## config.mk

```make
export PLATFORM = sky130hd
export DESIGN_NAME = ecss_edge_clock_stop_sync_cell
export DESIGN_NICKNAME = d
export VERILOG_FILES = /design/src/design/ecss_pkg.sv /design/src/design/ecss_edge_clock_stop_sync_cell.sv /design/src/design/ecss_sync.sv
export SDC_FILE = /design/constraint.sdc
export NUM_CORES = 1
export LEC_CHECK = 0
export ABC_AREA = 0
export BUFFER_PORTS_ARGS = -buffer_cell sky130_fd_sc_hd__buf_2
export CAP_MARGIN = 10
export CORE_AREA = 3 3 40 42
export CTS_CLUSTER_SIZE = 30
export DETAILED_ROUTE_END_ITERATION = 10
export DIE_AREA = 0 0 43 45
export GPL_ROUTABILITY_DRIVEN = 0
export SYNTH_ARGS = -nofsm -noshare
export SYNTH_HDL_FRONTEND = slang
export SYNTH_HIERARCHICAL = 1
export SYNTH_SLANG_ARGS = --single-unit
```

## constraint.sdc

```tcl
create_clock -name edge_clk_in -period 1.7 [get_ports edge_clk_in]
set_clock_uncertainty 0.1 [all_clocks]
set_input_delay 0.255 -clock edge_clk_in [delete_from_list [all_inputs] [get_ports edge_clk_in]]
set_output_delay 0.255 -clock edge_clk_in [all_outputs]
set_load 0.03 [all_outputs]
```

## src/design/ecss_pkg.sv

```systemverilog
// Constants shared by the edge clock stop and synchronise cell.
package ecss_pkg;

    // Number of flip-flops in each stop-input synchroniser chain.
    localparam int unsigned ECSS_SYNC_STAGES = 3;

    // Value that each synchroniser flip-flop takes at reset (stop released).
    localparam logic ECSS_SYNC_RST = 1'h0;

    // Value of the gate enable at reset: the clock passes.
    localparam logic ECSS_EN_RST = 1'h1;

    // Gate state, coded in binary.
    typedef enum logic [1:0] {
        ECSS_RUN      = 2'h0,
        ECSS_STOPPED  = 2'h1,
        ECSS_RESTART  = 2'h2
    } ecss_mode_type;

    // Gate state of the gating cell (mode, enable, status), updated on the falling edge.
    typedef struct packed {
        ecss_mode_type mode;
        logic          en;
        logic          stopped;
    } ecss_state_type;

endpackage : ecss_pkg

```

## src/design/ecss_edge_clock_stop_sync_cell.sv

```systemverilog
// Glitch-free run-time stop and restart gate for one edge clock.
`timescale 1ns/1ns
`default_nettype none

module ecss_edge_clock_stop_sync_cell
    import ecss_pkg::*;
#(
    parameter int unsigned SYNC_STAGES = ECSS_SYNC_STAGES
) (
    // Edge clock in and synchronous reset.
    input  wire logic edge_clk_in,
    input  wire logic nrst,
    // Stop control from core logic, asynchronous.
    input  wire logic stop,
    // Gated edge clock and gate status.
    output logic      edge_clk_out,
    output logic      clk_stopped
);

    // The agreement test of the synchronisers needs three stages at least.
    initial begin
        if (SYNC_STAGES < 3) begin
            $error("ecss_edge_clock_stop_sync_cell needs SYNC_STAGES of three or more");
        end
    end

    ////////////////////////////////////////////////////////////////////////////
    // Synchronisers.

    logic neg_level;
    logic neg_stable;
    logic pos_level;
    logic pos_stable;

    // stop synchroniser
    // The falling-edge chain times the stop so the gate closes at falling edge four.
    ecss_sync #(
        .STAGES   (SYNC_STAGES),
        .FALLING  (1'b1)
    ) u_sync_stop (
        .clk      (edge_clk_in),
        .nrst     (nrst),
        .async_in (stop),
        .level    (neg_level),
        .stable   (neg_stable)
    );

    // release synchroniser
    // The rising-edge chain times the release so the gate opens before rising edge four.
    ecss_sync #(
        .STAGES   (SYNC_STAGES),
        .FALLING  (1'b0)
    ) u_sync_release (
        .clk      (edge_clk_in),
        .nrst     (nrst),
        .async_in (stop),
        .level    (pos_level),
        .stable   (pos_stable)
    );

    ////////////////////////////////////////////////////////////////////////////
    // Gate state, changed only on the falling edge.

    ecss_state_type st_q;
    ecss_state_type st_d;

    always_comb begin
        st_d = st_q;
        case (st_q.mode)
            ECSS_RUN: begin
                if (neg_stable && neg_level) begin
                    st_d.mode    = ECSS_STOPPED;
                    st_d.en      = 1'b0;
                    st_d.stopped = 1'b1;
                end
            end
            ECSS_STOPPED: begin
                st_d.en = 1'b0;
                // reopen gate
                // Opening on the falling edge after rising edge three lets rising edge four pass.
                if (!pos_level && pos_stable) begin
                    st_d.mode    = ECSS_RESTART;
                    st_d.en      = 1'b1;
                    st_d.stopped = 1'b0;
                end
            end
            ECSS_RESTART: begin
                st_d.mode    = ECSS_RUN;
                st_d.en      = 1'b1;
                st_d.stopped = 1'b0;
            end
            default: begin
                st_d.mode    = ECSS_RUN;
                st_d.en      = ECSS_EN_RST;
                st_d.stopped = 1'b0;
            end
        endcase
        if (!nrst) begin
            st_d.mode    = ECSS_RUN;
            st_d.en      = ECSS_EN_RST;
            st_d.stopped = 1'b0;
        end
    end

    // glitch free
    // The enable only changes while the input clock is low, so no pulse is cut.
    always_ff @(negedge edge_clk_in) begin
        st_q <= st_d;
    end

    ////////////////////////////////////////////////////////////////////////////
    // Outputs.

    assign edge_clk_out = edge_clk_in & st_q.en;
    assign clk_stopped  = st_q.stopped;

endmodule : ecss_edge_clock_stop_sync_cell

`default_nettype wire

```

## src/design/ecss_sync.sv

```systemverilog
// Three-stage synchroniser for an asynchronous level, on either clock edge.
`timescale 1ns/1ns
`default_nettype none

module ecss_sync
    import ecss_pkg::*;
#(
    parameter int unsigned STAGES   = ECSS_SYNC_STAGES,
    parameter bit          FALLING  = 1'b0
) (
    // Clock and reset.
    input  wire logic clk,
    input  wire logic nrst,
    // Asynchronous level in.
    input  wire logic async_in,
    // Agreed level and agreement flag out.
    output logic      level,
    output logic      stable
);

    // The agreement test reads the last two stages only.
    initial begin
        if (STAGES < 3) begin
            $error("ecss_sync needs at least three stages");
        end
    end

    logic [STAGES-1:0] chain_q;
    logic [STAGES-1:0] chain_d;

    always_comb begin
        chain_d = {chain_q[STAGES-2:0], async_in};
        if (!nrst) begin
            chain_d = {STAGES{ECSS_SYNC_RST}};
        end
    end

    generate
        if (FALLING) begin : g_neg
            always_ff @(negedge clk) begin
                chain_q <= chain_d;
            end
        end else begin : g_pos
            always_ff @(posedge clk) begin
                chain_q <= chain_d;
            end
        end
    endgenerate

    // A change counts once the last two stages agree.
    assign level  = chain_q[STAGES-1];
    assign stable = (chain_q[STAGES-1] == chain_q[STAGES-2]);

endmodule : ecss_sync

`default_nettype wire

```

==> results of run 1 <==
[logic make-up (layout without fill, tap and decap cells)]
kind of cell / Yosys count / after routing / synth area share
AO/OA/AOI/OAI: 3 / 3 / 0.06170
AND/OR/NAND/NOR: 13 / 13 / 0.2387
flip-flops: 9 / 9 / 0.5926
XOR/XNOR: 2 / 2 / 0.05762
buffers and inverters: 4 / 22 / 0.04937
[repair_timing]
item | CTS | global route
gates resized for setup | 7 | 1
endpoints found under the hold margin | 1 | 0
hold buffers | 1 | 0
pin swaps | 3 | 0
endpoints found under the setup margin | 5 | 6
buffers inserted | 0 | 1
[state kept, by name, summed over array words and instances, names as in the netlist]
| name | cells |
|---|---|
| st_q | 3 |
| u_sync_release/chain_q | 3 |
| u_sync_stop/chain_q | 3 |
[cell usage after synthesis]
cell type and number:
dfxtp_1 9, and2_1 7, inv_1 4, nand2_1 3, xnor2_1 2, a21oi_1 1, nand3b_1 1, nor2_1 1
o2111ai_1 1, o21ai_1 1, or2_0 1
[layout by cell type (no fill, tap or decap)]
master / instances
nor2_1: 1
dfxtp_1: 5
xnor2_2: 1
and2_1: 6
dlygate4sd3_1: 1
clkbuf_1: 1
buf_2: 2
o2111ai_1: 1
clkbuf_4: 6
buf_6: 2
and2_4: 1
nand2_1: 3
a21oi_1: 1
nand3b_1: 1
buf_4: 2
or2_0: 1
inv_1: 8
xnor2_1: 1
dfxtp_2: 4
o21ai_2: 1
[cell type report]
type,instances,area (sq um),share of cell area
clock buffers,8,60.06,0.1297
clock inverters,6,22.52,0.04865
inverters,2,7.507,0.01622
multi-input cells,18,122.6,0.2649
flip-flops and latches,9,185.2,0.4000
well taps,15,18.77,0.04054
repair buffers,6,46.29,0.1000
[critical path, cell delays in order, from the launching register on]
cell and delay [ns]:
dfxtp_2 0.32, and2_4 0.13, buf_6 0.12
[path summary, 6_finish.rpt]
path,startpoint,to,depth (start not counted)
hold / removal,nrst,u_sync_release/chain_q[0],2
hold reg to reg,u_sync_release/chain_q[0],u_sync_release/chain_q[1],1
setup reg to reg,u_sync_release/chain_q[1],st_q[2],4
setup / recovery,st_q[1],edge_clk_out,2
[through the flow]
stage,setup slack [ns],hold WS (ns),setup TNS (ns)
floorplan,-0.04490,0.2767,-0.08623
global placement,-0.1051,0.3111,-0.2446
detailed placement,-0.1180,0.3193,-0.2707
CTS,-0.5312,0.08124,-1.007
global route,-0.5687,0.09264,-1.199
finish,-0.5242,0.09554,-0.9446
[per-layer routing]
| layer | vias to the layer above | share of wire | wire length, um |
|---|---|---|---|
| met4 | 0 | 0 | 0 |
| met1 | 115 | 0.48 | 272 |
| met3 | 0 | 0.081 | 46 |
| met2 | 10 | 0.44 | 252 |
| li1 | 130 | - | - |
| met5 | - | 0 | 0 |
[power by group]
| part | internal, mW | switching (mW) | total (mW) |
|---|---|---|---|
| combinational | 0.0135 | 0.00982 | 0.0233 |
| sequential | 0.220 | 0.00424 | 0.225 |
| clock | 0.261 | 0.203 | 0.464 |
==> results.sh, run 1 <==
export IMPL_ff2ff_setup_slack_ns=-0.03
export IMPL_synthCells=31
export IMPL_vias_per_cell=3.984
export IMPL_use_met3=0.08367
export IMPL_routed_wl_um=571
export IMPL_drc_errors=0
export IMPL_grt_util_met1=0.07335
export IMPL_core_area_sq_um=1285
export IMPL_violations="negative setup slack"
export IMPL_max_cap_violations=0
export IMPL_dieHeight_um=45
export IMPL_crit_type="reg2out"
export IMPL_layout_nets=53
export IMPL_num_rows=13
export IMPL_boundaryPins=5
export IMPL_wl_per_cell_um=8.922
export IMPL_top_usage_layer="met2"
export IMPL_antenna_cells=0
export IMPL_worstPathArrival_ns=1.87
export IMPL_grt_pass1_vias=276
export IMPL_antenna_left=0
export IMPL_postLayoutCellArea_sq_um=462.9
export IMPL_portBuffers=4
export IMPL_power_density_nw_per_um2=1538
export IMPL_status="finished with violations"
export IMPL_area_growth_pct=52.26
export IMPL_final_cells=64
export IMPL_drtPass1Iterations=4
export IMPL_grt_max_degree=9
export IMPL_grt_antenna_before_repair=0
export IMPL_drive_above_1_share=0.3878
export IMPL_clk_pin_slew_worst_paths_ns=0.06
export IMPL_synth_area_leader_cell="dfxtp_1"
export IMPL_grt_overflow=0
export IMPL_total_power_mw=0.7120
export IMPL_grt_pass1_wl_um=1055
export IMPL_hold_viol=0
export IMPL_syn_nets=34
export IMPL_fin_ws_ns=-0.5242
export IMPL_ys_seq_area_frac=0.5926
export IMPL_p_leak_nw=0.2221
export IMPL_ys_warn_count=6
export IMPL_worstMarginPinSlew_ns=0.1577
export IMPL_cp_end_kind="output pin"
export IMPL_start_kind="flip-flop"
export IMPL_use_met2=0.1018
export IMPL_hp_class="in2reg"
export IMPL_drt_iter0_markers=2
export IMPL_vias=255
export IMPL_synth_avg_cell_area_sq_um=9.808
export IMPL_ir_worst_vdd_mv=0.8333
export IMPL_yosysUniqueCellTypes=11
export IMPL_rsz0062_at_grt="yes"
export IMPL_cp_required_ns=1.34
export IMPL_setup_violations=5
export IMPL_fill_cells=132
export IMPL_cts_tree="built"
export IMPL_slew_headroom=0.8948
export IMPL_die_w_um=43
export IMPL_cp_max_fo=2
export IMPL_dieArea_sq_um=1935
export IMPL_synth_area_leaders="dfxtp_1 (59%), and2_1 (14%), xnor2_1 (5.8%)"
export IMPL_fin_util=0.3603
export IMPL_worstSkewPairLatency_ns=0.44
export IMPL_finalMaxSlewViolations=0
export IMPL_dp_cells=51
export IMPL_synth_top_area_frac=0.5926
export IMPL_ys_ff_latch=9
export IMPL_grt_use_total=0.08117
export IMPL_initial_core_util=0.2366
export IMPL_post_dp_cell_area_sq_um=361.6
export IMPL_hpwlAfterDp_um=329.9
export IMPL_syn_area_sq_um=304.0
Power figures use the tool's default switching activity.
==> inputs of run 2 (changes only) <==
Settings changed: CELL_PAD_IN_SITES_DETAIL_PLACEMENT set to 0, CELL_PAD_IN_SITES_GLOBAL_PLACEMENT set to 2, GPL_TIMING_DRIVEN set to 0, PLACE_DENSITY_LB_ADDON set to 0.1.
==> run 2 against run 1 <==
The flow still finishes with violations (negative setup slack). Flip-flop and latch count is the same. Global-route usage decreased by 0.10 points. Wire length shrank 6.7%. First-iteration DRC count is 100% higher. Via count fell by 5.5%. Cell count fell by 3.1%. Setup slack improved by 0.025 ns. Worst hold slack better by 0.0037 ns. Clock power is 3% lower. Clock-buffer cell count is the same. Combinational power down 13%. Utilization fell by 1.3 points. Critical endpoint unchanged.
==> results.sh, run 2 (same netlist as run 1, synthesis figures left out) <==
export IMPL_dieHeight_um=45
export IMPL_cts_tree="built"
export IMPL_power_density_nw_per_um2=1558
export IMPL_dp_cells=50
export IMPL_cp_max_fo=2
export IMPL_grt_max_degree=9
export IMPL_top_layer_used="met4"
export IMPL_status="finished with violations"
export IMPL_drtPass1Iterations=2
export IMPL_grt_overflow=0
export IMPL_post_cts_setup_buffers=0
export IMPL_hp_class="in2reg"
export IMPL_antenna_left=0
export IMPL_dieArea_sq_um=1935
export IMPL_hp_start="nrst"
export IMPL_worstSkewPairLatency_ns=0.43
export IMPL_drt_iter0_markers=4
export IMPL_drc_errors=0
export IMPL_dr_wl_met2_um=236
export IMPL_reg_top3="st_q: 3 flops, u_sync_release/chain_q: 3 flops, u_sync_stop/chain_q: 3 flops"
export IMPL_crit_type="reg2out"
export IMPL_grt_pass1_wl_um=938
export IMPL_fin_util=0.3476
export IMPL_ir_worst_vdd_mv=0.4895
export IMPL_r2r_start="u_sync_release/chain_q[1]"
export IMPL_start_kind="flip-flop"
export IMPL_fin_ws_ns=-0.4990
export IMPL_layout_nets=51
export IMPL_setup_tns_final_ns=-0.9662
export IMPL_vias_per_cell=3.887
export IMPL_p_leak_nw=0.2125
export IMPL_slew_headroom=0.8948
export IMPL_fill_cells=137
export IMPL_layout_commonest_cell="inv_1"
export IMPL_boundaryPins=5
export IMPL_worstPathArrival_ns=1.84
export IMPL_wl_met3_um=43
export IMPL_final_cell_mix="inv_1 (8), clkbuf_4 (6), and2_1 (6)"
export IMPL_p_sw_frac=0.2944
export IMPL_clk_pin_slew_worst_paths_ns=0.06
export IMPL_num_rows=13
export IMPL_combPwrFrac=0.029
export IMPL_startpoint="st_q[1]"
export IMPL_vias=241
export IMPL_p_sw_mw=0.2049
export IMPL_max_cap_violations=0
export IMPL_cp_end_kind="output pin"
export IMPL_intPower_mw=0.4911
export IMPL_grt_pass1_vias=250
export IMPL_core_area_sq_um=1285
export IMPL_p_seq_frac=0.321
export IMPL_portBuffers=4
export IMPL_die_w_um=43
export IMPL_initial_core_util=0.2366
export IMPL_met1_length_um=245
export IMPL_grt_use_total=0.08013
export IMPL_cp_required_ns=1.34
export IMPL_finalMaxSlewViolations=0
export IMPL_hold_viol=0
export IMPL_routed_wl_um=533
export IMPL_grt_antenna_before_repair=0
export IMPL_drive_above_1_share=0.3404
export IMPL_antenna_cells=0
export IMPL_rsz0062_at_grt="yes"
export IMPL_final_cells=62
export IMPL_area_growth_pct=46.91
export IMPL_violations="negative setup slack"
export IMPL_whs_ns=0.09926
export IMPL_wl_per_cell_um=8.597
export IMPL_p_clk_frac=0.650
export IMPL_setup_violations=4
export IMPL_worstMarginPinSlew_ns=0.1577
[run 2: cell count changes in the layout (fill, tap and decap cells not counted)]
cell,before,now
o21ai_1,0,1
dfxtp_2,4,3
buf_4,2,0
dfxtp_4,0,1
o21ai_2,1,0
[run 2: final timing paths]
| check | end | slack, ns | cells past startpoint |
|---|---|---|---|
| worst max-delay path | edge_clk_out | -0.50 | 2 |
| worst min-delay path | u_sync_release/chain_q[1] | 0.1 | 2 |
| worst min register to register | u_sync_stop/chain_q[1] | 0.33 | 1 |
| worst max register to register | st_q[2] | -0.04 | 4 |
[run 2: power groups by stage]
stage                     combinational [mW]  clock, mW  sequential (mW)
after floorplan                       0.0112      0.116            0.228
after global placement                0.0176      0.133            0.227
after detailed placement              0.0181      0.133            0.228
after CTS                             0.0205      0.468            0.223
after global routing                  0.0228      0.511            0.224
final                                 0.0203      0.452            0.223
[run 2: area by class of cell]
cell class	instances	area (sq um)	area share
timing repair buffer	4	31.28	0.07003
clock inverter	6	22.52	0.05042
multi-input combinational	18	118.9	0.2661
inverter	2	7.507	0.01681
tap	15	18.77	0.04202
sequential	9	187.7	0.4202
clock buffer	8	60.06	0.1345
[run 2: metrics by stage]
step | worst slack [ns] | total power, mW | area, sq um
after CTS | -0.5084 | 0.7119 | 446.7
after global placement | -0.1093 | 0.3780 | 354.1
after floorplan | -0.04490 | 0.3546 | 315.3
after detailed placement | -0.1133 | 0.3787 | 354.1
after global routing | -0.5463 | 0.7573 | 446.7
final | -0.4990 | 0.6960 | 446.7
[run 2: per-layer routing]
metal	track usage	vias to the layer above
met5	0	-
met1	0.07039	104
met4	0.1084	0
met2	0.08683	7
li1	-	128
met3	0.07968	2
[run 2: worst max-delay path, stage by stage (launching register included)]
cell and delay (ns):
dfxtp_2 0.31, and2_4 0.13, buf_6 0.13
[run 2: what timing repair did]
| item | 4_1_cts | 5_1_grt |
|---|---|---|
| hold buffers | 1 | 0 |
| endpoints found under the setup margin | 5 | 6 |
| pin swaps | 3 | 1 |
| gates resized for setup | 8 | 0 |
| endpoints found under the hold margin | 1 | 0 |
